[src/occ_pkg.sv]
// Package for the output CAN message codec: field layouts, codes, offsets.
// Assumes a host CPU on Avalon-MM and a CAN controller that moves raw 8-byte payloads.
package occ_pkg;

    // Output types
    typedef enum logic [1:0] {OCC_TYPE_CURRENT, OCC_TYPE_VOLTAGE, OCC_TYPE_PWM, OCC_TYPE_DIGITAL}
        occ_type_t;

    // Parameter groups and proprietary parameter numbers
    localparam logic [17:0] OCC_PG_STATUS      = 18'h0FF10;  // 65296
    localparam logic [17:0] OCC_PG_CONTROL     = 18'h0FF80;  // 65408
    localparam logic [19:0] OCC_PN_FEEDBACK_1  = 20'h7F100;
    localparam logic [19:0] OCC_PN_FEEDBACK_2  = 20'h7F101;
    localparam logic [0:0]  OCC_CTRL_DATA_PAGE = 1'h0;
    localparam logic [7:0]  OCC_CTRL_PDU_FMT   = 8'hFE;      // 254
    localparam logic [2:0]  OCC_CTRL_PRIORITY  = 3'h6;
    localparam logic [3:0]  OCC_CTRL_DLC       = 4'h8;
    localparam int          OCC_CTRL_REPEAT_MS = 100;

    // Control payload byte positions (start position 1 is byte 0)
    localparam int OCC_POS_CMD1  = 0;
    localparam int OCC_POS_CMD2  = 1;
    localparam int OCC_POS_FB1   = 2;
    localparam int OCC_POS_FB2   = 3;
    localparam int OCC_POS_EN1   = 4;
    localparam int OCC_POS_EN2   = 5;
    localparam int OCC_POS_OVR1  = 6;

    // Two-bit state codes
    localparam logic [1:0] OCC_ST_OFF = 2'h0;
    localparam logic [1:0] OCC_ST_ON  = 2'h1;
    localparam logic [1:0] OCC_ST_ERR = 2'h2;

    // Decoded command/feedback full scale: 250 counts = 100 percent
    localparam logic [7:0] OCC_PCT_FULL = 8'hFA;

    // Register word addresses (Avalon word index)
    localparam logic [3:0] OCC_A_CONFIG  = 4'h0;
    localparam logic [3:0] OCC_A_TARGET1 = 4'h1;
    localparam logic [3:0] OCC_A_TARGET2 = 4'h2;
    localparam logic [3:0] OCC_A_FBK1    = 4'h3;
    localparam logic [3:0] OCC_A_FBK2    = 4'h4;
    localparam logic [3:0] OCC_A_TXLO    = 4'h5;
    localparam logic [3:0] OCC_A_TXHI    = 4'h6;
    localparam logic [3:0] OCC_A_RXLO    = 4'h7;
    localparam logic [3:0] OCC_A_RXHI    = 4'h8;
    localparam logic [3:0] OCC_A_STATE   = 4'h9;

    // Config field positions
    localparam int OCC_CFG_TYPE1 = 0;
    localparam int OCC_CFG_TYPE2 = 2;
    localparam int OCC_CFG_RXEN  = 4;
    localparam logic [31:0] OCC_CFG_RESET = 32'h0000_0000;
    localparam logic [31:0] OCC_UNMAPPED  = 32'h0000_0000;

endpackage : occ_pkg

[src/occ_codec.sv]
// Output CAN message codec: packs the status payload, unpacks the control payload.
// Assumes an Avalon-MM master for configuration and a CAN controller on payload ports.
//
// The placing of the registers and the Avalon-MM interface to the registers are this design's own decisions.
`timescale 1ns/1ns
module occ_codec
    import occ_pkg::*;
(
    input  wire logic        clock,
    input  wire logic        rst_n,
    input  wire logic        clk_en,
    // Avalon-MM slave
    input  wire logic [3:0]  avs_address,
    input  wire logic        avs_read,
    input  wire logic        avs_write,
    input  wire logic [31:0] avs_writedata,
    input  wire logic [3:0]  avs_byteenable,
    output logic [31:0]      avs_readdata,
    output logic             avs_waitrequest,
    // Values from control logic and drive circuits
    input  wire logic [15:0] target_1,
    input  wire logic [15:0] target_2,
    input  wire logic [15:0] meas_current_1,
    input  wire logic [15:0] meas_current_2,
    input  wire logic [15:0] applied_1,
    input  wire logic [15:0] applied_2,
    // Status payload toward the CAN controller
    output logic [63:0]      tx_payload_r,
    output logic [17:0]      tx_group_r,
    // Control payload from the CAN controller
    input  wire logic        rx_valid,
    input  wire logic [17:0] rx_group,
    input  wire logic [3:0]  rx_dlc,
    input  wire logic [63:0] rx_payload,
    // Decoded control values
    output logic [7:0]       cmd_1_r,
    output logic [7:0]       cmd_2_r,
    output logic [7:0]       loop_fb_1_r,
    output logic [7:0]       loop_fb_2_r,
    output logic             enable_1,
    output logic             enable_2,
    output logic             enable_err_1,
    output logic             enable_err_2,
    output logic             override_1,
    output logic             override_err_1,
    output logic             rx_update_r
);

    logic [31:0] config_r;
    logic        rd_pend_r;
    logic [31:0] rd_data;
    logic        rx_take;
    logic        wr_cfg;

    occ_type_t type_1;
    occ_type_t type_2;
    assign type_1 = occ_type_t'(config_r[OCC_CFG_TYPE1 +: 2]);
    assign type_2 = occ_type_t'(config_r[OCC_CFG_TYPE2 +: 2]);

    // Target field by type; one-byte kinds zero the upper byte
    function automatic logic [15:0] occ_enc_target(input occ_type_t t, input logic [15:0] v);
        logic [15:0] r;
        r = 16'h0000;
        unique case (t)
            OCC_TYPE_CURRENT: r = v;
            OCC_TYPE_VOLTAGE: r = v;
            OCC_TYPE_PWM:     r = {8'h00, (v[7:0] > OCC_PCT_FULL) ? OCC_PCT_FULL : v[7:0]};
            OCC_TYPE_DIGITAL: r = {8'h00, 7'h00, (v != 16'h0000)};
        endcase
        return r;
    endfunction : occ_enc_target

    // Feedback: measured current, else the value applied to the port
    function automatic logic [15:0] occ_enc_fbk(input occ_type_t t, input logic [15:0] cur,
                                                input logic [15:0] app);
        return (t == OCC_TYPE_CURRENT) ? cur : app;
    endfunction : occ_enc_fbk

    // Percent byte, clamped to full scale
    function automatic logic [7:0] occ_dec_pct(input logic [7:0] b);
        return (b > OCC_PCT_FULL) ? OCC_PCT_FULL : b;
    endfunction : occ_dec_pct

    logic [15:0] tgt1_enc;
    logic [15:0] tgt2_enc;
    logic [15:0] fbk1_enc;
    logic [15:0] fbk2_enc;
    assign tgt1_enc = occ_enc_target(type_1, target_1);
    assign tgt2_enc = occ_enc_target(type_2, target_2);
    assign fbk1_enc = occ_enc_fbk(type_1, meas_current_1, applied_1);
    assign fbk2_enc = occ_enc_fbk(type_2, meas_current_2, applied_2);

    // Status payload, refreshed every enabled cycle so a type change shows next cycle
    always_ff @(posedge clock or negedge rst_n)
    begin
        if (!rst_n)
        begin
            tx_payload_r <= 64'h0;
            tx_group_r   <= OCC_PG_STATUS;
        end
        else if (clk_en)
        begin
            // Bytes 1-2 target 1, 3-4 feedback 1, 5-6 target 2, 7-8 feedback 2
            tx_payload_r <= {fbk2_enc, tgt2_enc, fbk1_enc, tgt1_enc};
            tx_group_r   <= OCC_PG_STATUS;
        end
    end

    // Bus slave: writes complete at once, reads take one wait cycle
    assign wr_cfg = avs_write && (avs_address == OCC_A_CONFIG);
    assign avs_waitrequest = avs_read && !rd_pend_r;

    always_ff @(posedge clock or negedge rst_n)
    begin
        if (!rst_n)
        begin
            config_r <= OCC_CFG_RESET;
        end
        else if (clk_en && wr_cfg)
        begin
            for (int i = 0; i < 4; i++)
            begin
                if (avs_byteenable[i])
                begin
                    config_r[i*8 +: 8] <= avs_writedata[i*8 +: 8];
                end
            end
        end
    end

    always_comb
    begin
        rd_data = OCC_UNMAPPED;
        unique case (avs_address)
            OCC_A_CONFIG:  rd_data = {27'h0, config_r[4:0]};
            OCC_A_TARGET1: rd_data = {16'h0, tx_payload_r[15:0]};
            OCC_A_FBK1:    rd_data = {16'h0, tx_payload_r[31:16]};
            OCC_A_TARGET2: rd_data = {16'h0, tx_payload_r[47:32]};
            OCC_A_FBK2:    rd_data = {16'h0, tx_payload_r[63:48]};
            OCC_A_TXLO:    rd_data = tx_payload_r[31:0];
            OCC_A_TXHI:    rd_data = tx_payload_r[63:32];
            OCC_A_RXLO:    rd_data = {cmd_2_r, cmd_1_r, loop_fb_2_r, loop_fb_1_r};
            OCC_A_RXHI:    rd_data = {26'h0, enable_err_2, enable_err_1, override_err_1,
                                      override_1, enable_2, enable_1};
            OCC_A_STATE:   rd_data = {31'h0, rx_update_r};
            default:       rd_data = OCC_UNMAPPED;
        endcase
    end

    always_ff @(posedge clock or negedge rst_n)
    begin
        if (!rst_n)
        begin
            rd_pend_r    <= 1'b0;
            avs_readdata <= 32'h0;
        end
        else if (clk_en)
        begin
            rd_pend_r <= avs_read && !rd_pend_r;
            if (avs_read && !rd_pend_r)
            begin
                avs_readdata <= rd_data;
            end
        end
    end

    // Only an enabled channel with the control group and full length is decoded;
    // no parameter numbers are looked for in the payload
    assign rx_take = rx_valid && config_r[OCC_CFG_RXEN]
                     && (rx_group == OCC_PG_CONTROL)
                     && (rx_dlc == OCC_CTRL_DLC);

    always_ff @(posedge clock or negedge rst_n)
    begin
        if (!rst_n)
        begin
            cmd_1_r     <= 8'h0;
            cmd_2_r     <= 8'h0;
            loop_fb_1_r <= 8'h0;
            loop_fb_2_r <= 8'h0;
            rx_update_r <= 1'b0;
        end
        else if (clk_en)
        begin
            rx_update_r <= rx_take;
            if (rx_take)
            begin
                cmd_1_r     <= occ_dec_pct(rx_payload[OCC_POS_CMD1*8 +: 8]);
                cmd_2_r     <= occ_dec_pct(rx_payload[OCC_POS_CMD2*8 +: 8]);
                loop_fb_1_r <= occ_dec_pct(rx_payload[OCC_POS_FB1*8 +: 8]);
                loop_fb_2_r <= occ_dec_pct(rx_payload[OCC_POS_FB2*8 +: 8]);
            end
        end
    end

    occ_field_dec u_en1 (
        .clock   (clock),
        .rst_n   (rst_n),
        .clk_en  (clk_en),
        .load    (rx_take),
        .code    (rx_payload[OCC_POS_EN1*8 +: 2]),
        .state_r (enable_1),
        .err_r   (enable_err_1)
    );

    occ_field_dec u_en2 (
        .clock   (clock),
        .rst_n   (rst_n),
        .clk_en  (clk_en),
        .load    (rx_take),
        .code    (rx_payload[OCC_POS_EN2*8 +: 2]),
        .state_r (enable_2),
        .err_r   (enable_err_2)
    );

    occ_field_dec u_ovr1 (
        .clock   (clock),
        .rst_n   (rst_n),
        .clk_en  (clk_en),
        .load    (rx_take),
        .code    (rx_payload[OCC_POS_OVR1*8 +: 2]),
        .state_r (override_1),
        .err_r   (override_err_1)
    );

    property p_rx_disabled;
        @(posedge clock) disable iff (!rst_n)
        (clk_en && rx_valid && !config_r[OCC_CFG_RXEN]) |=> !rx_update_r;
    endproperty
    a_rx_disabled: assert property (p_rx_disabled) else $error("decode while disabled");

    property p_tgt_current;
        @(posedge clock) disable iff (!rst_n)
        (rst_n && clk_en && type_1 == OCC_TYPE_CURRENT)
            |=> tx_payload_r[15:0] == $past(target_1);
    endproperty
    a_tgt_current: assert property (p_tgt_current) else $error("current target wrong");

    property p_tgt_digital;
        @(posedge clock) disable iff (!rst_n)
        (clk_en && type_2 == OCC_TYPE_DIGITAL) |=> tx_payload_r[47:33] == 15'h0;
    endproperty
    a_tgt_digital: assert property (p_tgt_digital) else $error("digital target over 01");

    property p_fbk_applied;
        @(posedge clock) disable iff (!rst_n)
        (clk_en && type_1 != OCC_TYPE_CURRENT) |=> tx_payload_r[31:16] == $past(applied_1);
    endproperty
    a_fbk_applied: assert property (p_fbk_applied) else $error("feedback not applied");

    property p_fbk_current;
        @(posedge clock) disable iff (!rst_n)
        (rst_n && clk_en && type_2 == OCC_TYPE_CURRENT)
            |=> tx_payload_r[63:48] == $past(meas_current_2);
    endproperty
    a_fbk_current: assert property (p_fbk_current) else $error("feedback not current");

    property p_cmd_scale;
        @(posedge clock) disable iff (!rst_n)
        (clk_en && rx_take) |=> cmd_1_r <= OCC_PCT_FULL && rx_update_r;
    endproperty
    a_cmd_scale: assert property (p_cmd_scale) else $error("command out of range");

    property p_en_err;
        @(posedge clock) disable iff (!rst_n)
        (clk_en && rx_take && rx_payload[OCC_POS_EN1*8 +: 2] == OCC_ST_ERR)
            |=> enable_err_1 && !enable_1;
    endproperty
    a_en_err: assert property (p_en_err) else $error("enable error not disabling");

    property p_ovr_hold;
        @(posedge clock) disable iff (!rst_n)
        (clk_en && rx_take && rx_payload[OCC_POS_OVR1*8 +: 2] == 2'h3)
            |=> override_1 == $past(override_1);
    endproperty
    a_ovr_hold: assert property (p_ovr_hold) else $error("ignored code changed state");

    property p_ovr_err;
        @(posedge clock) disable iff (!rst_n)
        (clk_en && rx_take && rx_payload[OCC_POS_OVR1*8 +: 2] == OCC_ST_ERR) |=> !override_1;
    endproperty
    a_ovr_err: assert property (p_ovr_err) else $error("override error not off");

    // Sampled reset in the antecedent keeps the release edge from starting a false attempt
    property p_tgt_voltage;
        @(posedge clock) disable iff (!rst_n)
        (rst_n && clk_en && type_2 == OCC_TYPE_VOLTAGE)
            |=> tx_payload_r[47:32] == $past(target_2);
    endproperty
    a_tgt_voltage: assert property (p_tgt_voltage) else $error("voltage target wrong");

    property p_tgt_pwm;
        @(posedge clock) disable iff (!rst_n)
        (rst_n && clk_en && type_1 == OCC_TYPE_PWM)
            |=> tx_payload_r[15:8] == 8'h00 && tx_payload_r[7:0] <= OCC_PCT_FULL;
    endproperty
    a_tgt_pwm: assert property (p_tgt_pwm) else $error("pwm target out of range");

    property p_tgt_digital_on;
        @(posedge clock) disable iff (!rst_n)
        (rst_n && clk_en && type_1 == OCC_TYPE_DIGITAL)
            |=> tx_payload_r[15:0] == {15'h0000, $past(target_1) != 16'h0000};
    endproperty
    a_tgt_digital_on: assert property (p_tgt_digital_on) else $error("digital state wrong");

    property p_fbk_current_1;
        @(posedge clock) disable iff (!rst_n)
        (rst_n && clk_en && type_1 == OCC_TYPE_CURRENT)
            |=> tx_payload_r[31:16] == $past(meas_current_1);
    endproperty
    a_fbk_current_1: assert property (p_fbk_current_1) else $error("feedback 1 not current");

    property p_fbk_applied_2;
        @(posedge clock) disable iff (!rst_n)
        (rst_n && clk_en && type_2 != OCC_TYPE_CURRENT)
            |=> tx_payload_r[63:48] == $past(applied_2);
    endproperty
    a_fbk_applied_2: assert property (p_fbk_applied_2) else $error("feedback 2 not applied");

    property p_en_on;
        @(posedge clock) disable iff (!rst_n)
        (clk_en && rx_take && rx_payload[OCC_POS_EN2*8 +: 2] == OCC_ST_ON)
            |=> enable_2 && !enable_err_2;
    endproperty
    a_en_on: assert property (p_en_on) else $error("enable on not decoded");

    property p_fb_decode;
        @(posedge clock) disable iff (!rst_n)
        (clk_en && rx_take && rx_payload[OCC_POS_FB1*8 +: 8] <= OCC_PCT_FULL)
            |=> loop_fb_1_r == $past(rx_payload[OCC_POS_FB1*8 +: 8]);
    endproperty
    a_fb_decode: assert property (p_fb_decode) else $error("loop feedback wrong");

    property p_group_filter;
        @(posedge clock) disable iff (!rst_n)
        (rst_n && clk_en && rx_valid && (rx_group != OCC_PG_CONTROL || rx_dlc != OCC_CTRL_DLC))
            |=> !rx_update_r;
    endproperty
    a_group_filter: assert property (p_group_filter) else $error("foreign frame decoded");

endmodule : occ_codec

[src/occ_field_dec.sv]
// Two-bit state field decoder with hold on ignored codes.
// Assumes its strobe comes from logic on the same clock.
`timescale 1ns/1ns
module occ_field_dec
    import occ_pkg::*;
(
    input  wire logic       clock,
    input  wire logic       rst_n,
    input  wire logic       clk_en,
    input  wire logic       load,
    input  wire logic [1:0] code,
    output logic            state_r,
    output logic            err_r
);

    always_ff @(posedge clock or negedge rst_n)
    begin
        if (!rst_n)
        begin
            state_r <= 1'b0;
            err_r   <= 1'b0;
        end
        else if (clk_en && load)
        begin
            unique case (code)
                OCC_ST_OFF:
                begin
                    state_r <= 1'b0;
                    err_r   <= 1'b0;
                end
                OCC_ST_ON:
                begin
                    state_r <= 1'b1;
                    err_r   <= 1'b0;
                end
                OCC_ST_ERR:
                begin
                    // Error forces the state off
                    state_r <= 1'b0;
                    err_r   <= 1'b1;
                end
                default:
                begin
                    // Ignored code: previous state holds
                    state_r <= state_r;
                    err_r   <= err_r;
                end
            endcase
        end
    end

endmodule : occ_field_dec

[config.mk]
export PLATFORM = sky130hd
export DESIGN_NAME = occ_codec
export DESIGN_NICKNAME = d
export VERILOG_FILES = /design/src/occ_pkg.sv /design/src/occ_codec.sv /design/src/occ_field_dec.sv
export SDC_FILE = /design/constraint.sdc
export NUM_CORES = 1
export LEC_CHECK = 0
export BUFFER_PORTS_ARGS = -buffer_cell sky130_fd_sc_hd__buf_4
export CAP_MARGIN = 10
export CORE_AREA = 3 3 145 147
export DETAILED_ROUTE_END_ITERATION = 8
export DIE_AREA = 0 0 148 150
export PLACE_DENSITY_LB_ADDON = 0.1
export REMOVE_ABC_BUFFERS = 1
export SLEW_MARGIN = 20
export SYNTH_ARGS = -nofsm -noshare
export SYNTH_HDL_FRONTEND = slang
export SYNTH_HIERARCHICAL = 1
export SYNTH_SLANG_ARGS = --single-unit
[constraint.sdc]
create_clock -name clock -period 2.3 [get_ports clock]
set_input_delay 0.115 -clock clock [delete_from_list [all_inputs] [get_ports clock]]
set_output_delay 0.115 -clock clock [all_outputs]
set_load 0.01 [all_outputs]
* Word level (Yosys, flattened, before mapping) *
Index checks and enable logic that the tools add are counted.

word-level totals
  bits of input ports = 228
  memory bits (writable) = 0
  output and inout bits = 154
  memory bits (read-only) = 0
  bits in latches = 0
  memories = 0
  bits in registers = 141
  logic and storage cells = 100

cells by class
  reductions and logical operators = 39
  multiplexer cells = 17
  $add $sub $neg = 0
  order comparisons = 6
  div/mod/pow operators = 0
  multiply operators = 0
  equal/unequal tests = 23
  shift operators = 0
  bitwise gates (word level) = 0

operators by type and width
  operator                number
  $pmux W32 S10           1
  $pmux W16 S3            2
  $gt A8 B8 Y1 const B    6
  $mux W8                 6
  $mux W16                2
  $reduce_bool A16 Y1     2
  $eq A18 B16 Y1 const B  1
  $reduce_and A2 Y1       9
  $eq A4 B3 Y1 const B    4
  $reduce_or A2 Y1        8
  $eq A2 B2 Y1 const B    7
  $eq A4 B4 Y1 const B    3
  $pmux W1 S2             6
  $reduce_bool A2 Y1      6
  $eq A2 B1 Y1 const B    5
  $logic_not A2 Y1        5
  $eq A4 B2 Y1 const B    2
  $logic_and A1 B1 Y1     7
  $eq A4 B1 Y1 const B    1
  $logic_not A4 Y1        1
  $logic_not A1 Y1        1

* Logic depth before layout (Yosys ltp) *
Gate-level depths: netlist of run 1.

  word-level depth = 5
  gate-level depth with buffers = 7
  depth with buffers taken out = 5

* Modules after synthesis *
Netlist of run 1, hierarchy kept.

modules (own cells, without submodules)
  module         area each (sq um)  seq. area each (sq um)  instances  cells each
  occ_codec      6810.3             3378.2                  1          670
  occ_field_dec  82.6               50.0                    3          7

* Least setup slack after synthesis of run 1 *
OpenSTA, ideal clock, no wires.

  path kind = input port to flip-flop
  start point = input rx_group[16]
  end point = register cmd_1_r[6]
  path buffers = 1
  stages = 4
  path slack = 0.538 ns
  required time = 2.175 ns
  arrival time = 1.637 ns
  setup time = 0.125 ns
  cells stage by stage = or4_4 nor4_4 buf_6 mux2_2

on the way
  word-level cells in the longest chain between the ends = 4

RTL lines
  element                             line              source
  from (decl)                         occ_codec.sv:32   input wire logic [17:0] rx_group,
  $eq A18 B16 Y1                      occ_codec.sv:170  && (rx_group == OCC_PG_CONTROL)
  $logic_and A1 B1 Y1                 occ_codec.sv:170
  $logic_and A1 B1 Y1                 occ_codec.sv:171  && (rx_dlc == OCC_CTRL_DLC);
  $reduce_and A2 Y1 (no source line)  n/a
  to (signal assigned)                occ_codec.sv:188  cmd_1_r <= occ_dec_pct(rx_payload[OCC_POS_CMD1*8 +: 8]);
  to (decl)                           occ_codec.sv:36   output logic [7:0] cmd_1_r,

No other way between the ends.
A chain may end at the register's enable or synchronous reset.

* Final worst setup path of run 1 *
  start point = register config_r[3]
  end point = register tx_payload_r[54]

on the way
  word-level cells in the longest chain between the ends = 2

RTL lines
  element                            line              source
  from (decl)                        occ_codec.sv:49   logic [31:0] config_r;
  from (signal, indexed assignment)  occ_codec.sv:125  config_r[i*8 +: 8] <= avs_writedata[i*8 +: 8];
  $logic_not A2 Y1                   occ_codec.sv:76   return (t == OCC_TYPE_CURRENT) ? cur : app;
  $mux W16                           occ_codec.sv:76
  to (signal assigned)               occ_codec.sv:104  tx_payload_r <= {fbk2_enc, tgt2_enc, fbk1_enc, tgt1_enc};
  to (decl)                          occ_codec.sv:28   output logic [63:0] tx_payload_r,

No other way between the ends.

==> key figures, run 1 <==
Clock tree
  – CTS tree: built
  – Root buf cell: clkbuf_16
  – TritonCTS Buffers: 17
  – Post-CTS Repair Setup Buffers: 0
  – Clock latency on the worst-skew pair: 0.42 ns
  – Clk buf depth: 2
  – H-tree level count: 4
  – Post_cts resized: 0
  – # hold bufs at CTS: 97
  – Worst-path clk slew: 0.06 ns
  – Clock sinks: 141

Timing
  – Worst setup margin: 0.1955 ns
  – Clk_skew: 0.008388 ns
  – Final Hold Fails: 0
  – Final Max Slew Viols: 0
  – RSZ-0062 raised after global routing: false
  – Worst slew pin tran: 0.9629 ns
  – Max-slew headroom: 35.67%
  – Final worst path period share: 91.50%
  – Final setup fails: 0
  – Worst hold margin: 0.01166 ns
  – Tmin final: 2.105 ns
  – F_max: 475.2 MHz

Logic synthesis
  – Mux share of post-synthesis cell area: 10.14%
  – Largest family of logic cells by synthesized area: compound AO/OA/AOI/OAI gates
  – Register area share after synthesis: 49.99%
  – Warnings, synthesis: 6
  – Post-Synth XOR/XNOR Area: 0%
  – Post-synthesis register bit count: 141
  – Mapped Cells: 691
  – Asr flop ratio synth: 100.0%
  – Area share of the largest cell type after synthesis: 49.99%
  – Synth cell types: 54
  – Synth Flop Type: dfrtp_1
  – Mapped Area: 7058 µm²
  – Synth Area in Adders: 0%
  – Synth Area in Compound Gates: 18.42%
  – Post-synth EDFFs: 0
  – Simple logic cell fraction of the synthesized area: 14.16%
  – Synth area leader: dfrtp_1
  – Synth top area cells: dfrtp_1 (50%), mux2i_1 (5.7%), o21ai_0 (4.6%)
  – Syn avg cell area: 10.21 µm²
  – Synth top cells by count: dfrtp_1 (141), o21ai_0 (65), a21oi_1 (50)
  – Count leader, synth: dfrtp_1

Hold path
  – Hold depth: 3
  – Hold path endpoint: tx_payload_r[18]
  – HP Start: applied_1[2]
  – Hold WC Path Type: primary input to register

Global routing
  – Largest net degree at the start of global routing: 121
  – Number of global-route vias before repair: 7,008
  – Grt ovf: 0
  – First-pass GRT wire length: 40,520 µm
  – Initial antenna violation count: 0
  – GRT Util Overall: 23.80%

Floorplan
  – Height of the die: 150 µm
  – Starting density of the core: 35.22%
  – FP Rows: 52
  – Core area: 20,040 µm²
  – Die area: 22,200 µm²
  – # IOs: 382
  – Die W: 148 µm

Routing
  – Uppermost layer routed: met4
  – # DRC: 0
  – Drt first pass iters: 5
  – Detailed Route Iter0 Violations: 404
  – Drt total wl: 27,200 µm
  – Total number of vias: 7,031
  – Antenna Violating Nets Remaining: 0
  – M1 WL: 11,710 µm
  – Routed met3 length: 1656 µm
  – Via-to-Cell Ratio: 5.125
  – Wire per inst: 19.83 µm
  – Met2 wire len: 13,560 µm

Finish
  – Fraction of final layout cells sized beyond drive strength 1: 36.30%
  – Area of the multi-input gates: 3112 µm²
  – Synth-to-layout area growth: 59.88%
  – Final net count: 1,318
  – Inserted Diodes: 0
  – Fill cells: 1,845
  – Register area: 3528 µm²

Critical path
  – Worst Path Arrival: 2.38 ns
  – Critical path class: register to register
  – Cell Chain, Critical Path: nor2_2, buf_4, mux2i_1, dlygate4sd3_1, a21oi_1
  – Highest-delay cell along the critical path: dfrtp_1
  – R2R cell count: 5
  – FF-to-FF End: tx_payload_r[54]
  – Reg2reg start: config_r[3]
  – Setup slack, reg-to-reg: 0.20 ns
  – CP startpoint kind: register
  – CP Max Fanout: 16
  – Max incr delay on CP: 0.58 ns
  – Critical Path RT: 2.58 ns
  – Kind of end point of the critical path: register

Placement
  – Final HPWL DP: 19,100 µm
  – # port buffers: 307
  – Dpl ws: 0.3503 ns
  – GPL Wtd Cong: 0.8203

Job
  – Max-cap violations: 0

Pwr
  – Standby leakage power: 5.431 nW
  – Post-route total power: 7.371 mW
  – PD cells: 653.2 nW/µm²
  – Peak supply drop: 0.0004273 V

Status
  – Status: completed
## where the power goes
group | total, mW | leakage (nW) | switching, mW | internal, mW
Sequential | 2.87 | 1.74 | 0.203 | 2.67
Clock | 2.96 | 0.303 | 1.11 | 1.85
Combinational | 1.54 | 3.39 | 0.717 | 0.823
Total | 7.37 | 5.43 | 2.03 | 5.34
## final cells by class
| class | count | area share (%) |
|---|---|---|
| clock inverter | 13 | 1.674 |
| multi-input combinational | 457 | 27.58 |
| tap | 270 | 2.994 |
| inverter | 45 | 1.497 |
| clock buffer | 18 | 3.892 |
| sequential | 141 | 31.27 |
| timing repair buffer | 428 | 31.10 |
## placed cells by master, fill, tap and decap left out, types with 6 or more instances in the layout
cell,instances
buf_4,326
dfrtp_1,141
dlygate4sd3_1,97
o21ai_0,65
a21oi_1,50
inv_1,45
nor2_1,41
mux2i_1,40
nand2_1,34
mux2_2,27
a222oi_1,27
nand3b_1,24
conb_1,18
clkbuf_16,17
nand3_1,15
a22oi_1,12
a22o_1,9
or4_1,8
a21o_1,8
and3_1,7
nor2b_1,6
nand4_1,6
## cells by family after synthesis
family                 Yosys count
AO/OA/AOI/OAI                  198
other                            2
flip-flops                     141
AND/OR/NAND/NOR                173
multiplexers                    68
buffers and inverters          109
## critical path: cells and delay by family, from the launching register on
family / cells / cell delay (ns)
flops: 1 / 0.58
simple gates: 1 / 0.18
buf+inv: 2 / 0.91
mux: 1 / 0.22
compound gates: 1 / 0.07
## routing by layer
layer	GRT usage, %	up-vias
li1	-	3309
met1	32.31	3436
met2	39.85	269
met3	4.755	17
met4	4.804	0
met5	0	-
## registers in the layout, summed over array words and instances, names as in the netlist
signal / cells
avs_readdata: 32
cmd_1_r: 8
cmd_2_r: 8
config_r: 5
loop_fb_1_r: 8
loop_fb_2_r: 8
rd_pend_r: 1
rx_update_r: 1
tx_payload_r: 64
u_en1/err_r: 1
u_en1/state_r: 1
u_en2/err_r: 1
u_en2/state_r: 1
u_ovr1/err_r: 1
u_ovr1/state_r: 1
## stage by stage
step           area (µm²)  cells  TNS [ns]  utilization, %
2_1_floorplan        6780    643    -4.786               -
4_1_cts             11280   1372         0           56.31
5_1_grt             11280   1372         0           56.31
3_5_place_dp         9686   1244         0           48.33
3_3_place_gp         9686   1244         0           48.33
6_report            11280   1372         0           56.31
## worst max-delay path by stage
| stage | start | end | slack (ns) | cells past startpoint |
|---|---|---|---|---|
| finish | config_r[3] | tx_payload_r[54] | 0.20 | 5 |
| global route | config_r[3] | tx_payload_r[54] | 0.08 | 5 |
| CTS | config_r[3] | tx_payload_r[58] | 0.20 | 5 |
| detailed placement | avs_address[1] | avs_readdata[7] | 0.35 | 6 |
| global placement | avs_address[1] | avs_readdata[7] | 0.40 | 6 |
| floorplan | rx_group[16] | cmd_1_r[3] | -0.20 | 3 |
Power figures use the tool's default switching activity.
==> inputs of run 2 (changes only) <==
--- a/config.mk
+++ b/config.mk
@@ -6,5 +6,5 @@
 export NUM_CORES = 1
 export LEC_CHECK = 0
-export BUFFER_PORTS_ARGS = -buffer_cell sky130_fd_sc_hd__buf_4
+export BUFFER_PORTS_ARGS = -buffer_cell sky130_fd_sc_hd__buf_2
 export CAP_MARGIN = 10
 export CORE_AREA = 3 3 145 147
==> constraint.sdc (replaced) <==
create_clock -name clock -period 2.3 [get_ports clock]
set_input_delay 0.345 -clock clock [delete_from_list [all_inputs] [get_ports clock]]
set_output_delay 0.345 -clock clock [all_outputs]
set_load 0.01 [all_outputs]
==> key figures, run 2 (synthesized netlist as in run 1, its figures left out) <==
Status
  – Status: completed

Floorplan
  – Core area: 20,040 µm² (unchanged)
  – # IOs: 382 (unchanged)
  – Height of the die: 150 µm (unchanged)
  – FP Rows: 52 (unchanged)
  – Starting density of the core: 35.22% (unchanged)
  – Die area: 22,200 µm² (unchanged)
  – Die W: 148 µm (unchanged)

Finish
  – Reg with most FFs: tx_payload_r
  – Regs by FF count: tx_payload_r x64, avs_readdata x32
  – Final instance area: 9543 µm² (-15%)
  – Post-layout util: 47.62% (-8.7 points)
  – Inserted Diodes: 0 (unchanged)
  – Fraction of final layout cells sized beyond drive strength 1: 40.06% (+3.8 points)
  – Most frequent cells in the layout: buf_2 (305), dfrtp_1 (141), o21ai_0 (65), a21oi_1 (50), inv_1 (45)
  – Layout Cells excl Fill: 1,281 (-6.6%)
  – Max reg flops: 64 (unchanged)
  – Final net count: 1,228 (-6.8%)
  – Synth-to-layout area growth: 35.21%
  – Fill cells: 2,022 (+9.6%)
  – Most common cell after layout, fill and taps aside: buf_2

Timing
  – Final worst path period share: 74.18% (-17 points)
  – Final setup fails: 0 (unchanged)
  – Tmin final: 1.706 ns (-0.3983 ns)
  – RSZ-0062 raised after global routing: false
  – F_max: 586.1 MHz (+23%)
  – Final Hold Fails: 0 (unchanged)
  – Worst slew pin tran: 0.9225 ns (-0.04040 ns)
  – Max-slew headroom: 38.37% (+2.7 points)
  – Setup TNS: 0 ns (unchanged)
  – Worst setup margin: 0.5938 ns (+0.3983 ns)
  – Worst hold margin: 0.1646 ns (+0.1529 ns)
  – Final Max Slew Viols: 0 (unchanged)
  – Clk_skew: 0.01005 ns (+0.001660 ns)

Global routing
  – First-pass GRT wire length: 37,890 µm (-6.5%)
  – Number of global-route vias before repair: 6,454 (-7.9%)
  – Largest net degree at the start of global routing: 112 (-7.4%)
  – Initial antenna violation count: 0 (unchanged)
  – GRT Util Overall: 22.52% (-1.3 points)
  – Grt ovf: 0 (unchanged)

Hold path
  – Hold depth: 2 (-1)
  – Hold WC Path Type: primary input to register
  – Hold path endpoint: config_r[4]
  – HP Start: avs_writedata[4]

Placement
  – # port buffers: 307 (unchanged)
  – Post-place instance area: 8980 µm² (-7.3%)
  – Dpl ws: 0.1791 ns (-0.1712 ns)
  – Final HPWL DP: 18,730 µm (-2.0%)
  – GPL Wtd Cong: 0.8305 (+1.2%)
  – Dpl cells: 1,250 (+0.48%)

Critical path
  – FF-to-FF End: cmd_1_r[6]
  – CP Max Fanout: 10 (-6)
  – Setup slack, reg-to-reg: 0.66 ns (+0.46 ns)
  – Reg2reg start: config_r[4]
  – R2R cell count: 4 (-1)
  – CP startpoint kind: primary input
  – Worst Path Arrival: 2.02 ns (-0.36 ns)
  – Critical path class: primary input to register
  – Critical Path RT: 2.61 ns (+0.03 ns)
  – Kind of end point of the critical path: register

Routing
  – Drt first pass iters: 7 (+2)
  – Total number of vias: 6,591 (-6.3%)
  – Antenna Violating Nets Remaining: 0 (unchanged)
  – Via-to-Cell Ratio: 5.145 (+0.40%)
  – # DRC: 0 (unchanged)
  – Detailed Route Iter0 Violations: 445 (+10%)
  – Drt total wl: 25,170 µm (-7.5%)
  – Wire per inst: 19.64 µm (-0.92%)

Clock tree
  – Worst-path clk slew: 0.06 ns (about the same)
  – Clock sinks: 141 (unchanged)
  – Clk buf depth: 2 (unchanged)
  – CTS tree: built
  – Root buf cell: clkbuf_16
  – Clock latency on the worst-skew pair: 0.42 ns (about the same)
  – H-tree level count: 4 (unchanged)
  – Post-CTS Repair Setup Buffers: 0 (unchanged)
  – TritonCTS Buffers: 17 (unchanged)

Pwr
  – Post-route total power: 6.677 mW (-9.4%)
  – PD cells: 699.6 nW/µm² (+7.1%)
  – Peak supply drop: 0.0005198 V (+22%)
  – Standby leakage power: 4.815 nW (-11%)

Job
  – Max-cap violations: 0 (unchanged)
==> run 2: changes by cell type in the layout (fill, tap and decap cells not counted), sizes merged <==
cell	delta
dlygate4sd3	-96
buf	+6
clkbuf	-1
inv	-2
bufinv	-2
clkinv	+4
==> run 2: final cells by class <==
cell class | count | area [µm²] | area share [%]
Tap cell | 270 | 337.8 | 3.540
Multi-Input combinational cell | 457 | 3112 | 32.61
Clock inverter | 13 | 127.6 | 1.337
Inverter | 45 | 168.9 | 1.770
Clock buffer | 17 | 425.4 | 4.458
Sequential cell | 141 | 3528 | 36.97
Timing Repair Buffer | 338 | 1843 | 19.31
==> run 2: layer usage <==
layer / track usage [%] / part of all wire (%)
met1: 30.99 / 43
met2: 36.72 / 48
met3: 4.210 / 7.2
met4: 5.912 / 1.3
met5: 0 / 0
==> run 2: what timing repair did <==
| item | 4_1_cts | 5_1_grt |
|---|---|---|
| hold buffers | 1 | 0 |
| resized for setup | 0 | 0 |
| endpoints found under the hold margin | 27 | 0 |
==> run 2: report_power, final <==
group	internal (mW)	leakage, nW	switching (mW)
clock network	1.57	0.274	1.05
registers	2.67	1.74	0.187
logic	0.524	2.80	0.678
total	4.76	4.81	1.92
==> run 2: how the worst max path moves through the flow <==
stage	from	endpoint	slack [ns]
CTS	rx_group[16]	cmd_1_r[6]	0.63
floorplan	rx_group[16]	cmd_1_r[3]	-0.43
global route	avs_address[1]	avs_readdata[7]	0.45
detailed placement	rx_group[16]	cmd_2_r[3]	0.18
global placement	avs_address[1]	avs_readdata[7]	0.19
finish	avs_address[2]	avs_readdata[6]	0.59
==> run 2: critical path, stage by stage <==
cell and delay, ns:
buf_2 0.15, and4b_1 0.41, buf_4 0.29, a222oi_1 0.43
o21ai_0 0.16, a22o_1 0.22
==> inputs of run 3 (changes only) <==
CORE_AREA = 3 3 148 150   (was 3 3 145 147)
DIE_AREA = 0 0 151 153   (was 0 0 148 150)
clock period = 1.47 ns   (was 2.3 ns; I/O delays follow)
==> key figures, run 3 (synthesized netlist as in run 1, its figures left out) <==
Status
  – Status: finished with violations
  – Failing checks: negative setup slack

Hold path
  – Hold depth: 2 (unchanged)
  – Hold WC Path Type: primary input to register

Critical path
  – R2R cell count: 4 (unchanged)
  – Max incr delay on CP: 0.38 ns (-0.05 ns)
  – Critical Path RT: 1.78 ns (-0.83 ns)
  – CP startpoint kind: register
  – Setup slack, reg-to-reg: -0.12 ns (-0.78 ns)
  – Kind of end point of the critical path: register
  – CP Max Fanout: 31 (+21)
  – Critical path class: register to register
  – Worst Path Arrival: 1.90 ns (-0.12 ns)
  – Cell Chain, Critical Path: nand4_1, nor4_4, buf_12, mux2_2
  – Highest-delay cell along the critical path: dfrtp_1

Global routing
  – GRT Util Overall: 22.77% (+0.25 points)
  – Initial antenna violation count: 0 (unchanged)
  – Grt ovf: 0 (unchanged)
  – Number of global-route vias before repair: 6,628 (+2.7%)
  – First-pass GRT wire length: 39,790 µm (+5.0%)
  – Largest net degree at the start of global routing: 61 (-46%)

Routing
  – Total number of vias: 6,859 (+4.1%)
  – Detailed Route Iter0 Violations: 523 (+18%)
  – Antenna Violating Nets Remaining: 0 (unchanged)
  – Wire per inst: 19.79 µm (+0.74%)
  – # DRC: 0 (unchanged)
  – Via-to-Cell Ratio: 5.069 (-1.5%)
  – Drt first pass iters: 6 (-1)
  – Drt total wl: 26,780 µm (+6.4%)

Floorplan
  – # IOs: 382 (unchanged)
  – Die area: 23,100 µm² (+4.1%)
  – Starting density of the core: 33.90% (-1.3 points)
  – Die W: 151 µm (+2.0%)
  – Height of the die: 153 µm (+2.0%)
  – Core area: 20,820 µm² (+3.9%)
  – FP Rows: 53 (+1.9%)

Finish
  – Most common cell after layout, fill and taps aside: buf_2
  – Regs by FF count: tx_payload_r x64, avs_readdata x32
  – Reg with most FFs: tx_payload_r
  – Most frequent cells in the layout: buf_2 (305), dfrtp_1 (141), buf_4 (81), o21ai_0 (64), a21oi_1 (49)
  – Inserted Diodes: 0 (unchanged)
  – Fraction of final layout cells sized beyond drive strength 1: 44.34% (+4.3 points)
  – Final net count: 1,293 (+5.3%)
  – Max reg flops: 64 (unchanged)
  – Synth-to-layout area growth: 44.97%
  – Post-layout util: 49.14% (+1.5 points)

Timing
  – Final Hold Fails: 0 (unchanged)
  – Clk_skew: 0.008830 ns (-0.001218 ns)
  – Final Max Slew Viols: 0 (unchanged)
  – Worst setup margin: -0.1231 ns (-0.7169 ns)
  – Final setup fails: 30 (+30)
  – RSZ-0062 raised after global routing: true
  – Worst hold margin: 0.02512 ns (-0.1395 ns)
  – Tmin final: 1.593 ns
  – F_max: 627.7 MHz
  – Final worst path period share: 108.4%

Pwr
  – Peak supply drop: 0.0005680 V (+9.3%)
  – Standby leakage power: 5.185 nW (+7.7%)
  – PD cells: 1071 nW/µm² (+53%)

Clock tree
  – H-tree level count: 4 (unchanged)
  – Root buf cell: clkbuf_16
  – Clock latency on the worst-skew pair: 0.43 ns (about the same)
  – Clk buf depth: 2 (unchanged)
  – TritonCTS Buffers: 17 (unchanged)
  – Clock sinks: 141 (unchanged)
  – CTS tree: built
  – Worst-path clk slew: 0.06 ns (about the same)

Placement
  – Final HPWL DP: 20,380 µm (+8.8%)
  – GPL Wtd Cong: 0.8161 (-1.7%)
  – # port buffers: 307 (unchanged)

Job
  – Max-cap violations: 0 (unchanged)
==> run 3: changes by cell type in the layout (fill, tap and decap cells not counted), sizes merged <==
cell,delta
buf,+65
clkinv,-6
inv,+6
clkbuf,+1
clkinvlp,+1
==> run 3: path summary, 6_finish.rpt <==
kind | end | startpoint
hold / removal | loop_fb_2_r[7] | rx_payload[31]
setup / recovery | cmd_1_r[4] | config_r[4]
hold reg to reg | avs_readdata[10] | avs_readdata[10]
setup reg to reg | cmd_1_r[4] | config_r[4]
max in group asynchronous | config_r[0] | rst_n
min in group asynchronous | tx_payload_r[27] | rst_n
==> run 3: metal layers <==
metal	GRT usage (%)	vias to the layer above	part of all wire [%]
li1	-	3277	-
met1	31.51	3294	44
met2	36.24	265	48
met3	5.455	23	6.6
met4	5.225	0	1.3
met5	0	-	0
==> run 3: area by class of cell <==
type | instances | area [µm²]
Fill cell | 2038 | 10590
Sequential cell | 141 | 3528
Multi-Input combinational cell | 457 | 3149
Timing Repair Buffer | 403 | 2456
Clock buffer | 18 | 429.2
Tap cell | 275 | 344.1
Inverter | 45 | 168.9
Clock inverter | 14 | 156.4
==> run 3: stage by stage <==
stage	power [mW]	cells	setup WS (ns)	setup TNS (ns)	area, µm²
global placement	6.647	1317	-0.7532	-27.06	9582
floorplan	5.297	643	-1.136	-58.60	6780
global route	11.47	1353	-0.1940	-5.192	10230
CTS	11.05	1351	-0.1491	-3.764	10190
detailed placement	6.668	1318	-0.5045	-24.44	9594
finish	10.95	1353	-0.1231	-3.032	10230
==> run 3: timing repair <==
item                                    4_1_cts  5_1_grt
endpoints found under the setup margin       31       38
buffers inserted                              0        2
endpoints found under the hold margin        39        0
cloned                                        0        0
gates resized for setup                       1        7
hold buffers                                  1        0
pin swaps                                     1        0
==> run 3: power breakdown <==
part           internal [mW]  leakage [nW]  switching, mW
Clock                   2.53         0.280           1.82
Sequential              4.17          1.74          0.298
Combinational           1.00          3.16           1.13
Total                   7.70          5.18           3.25
==> run 3: critical path: cells and delay by family (launching register included) <==
family / cells / cell delay (ns)
buf+inv: 1 / 0.26
mux: 1 / 0.36
simple gates: 2 / 0.46
flops: 1 / 0.38
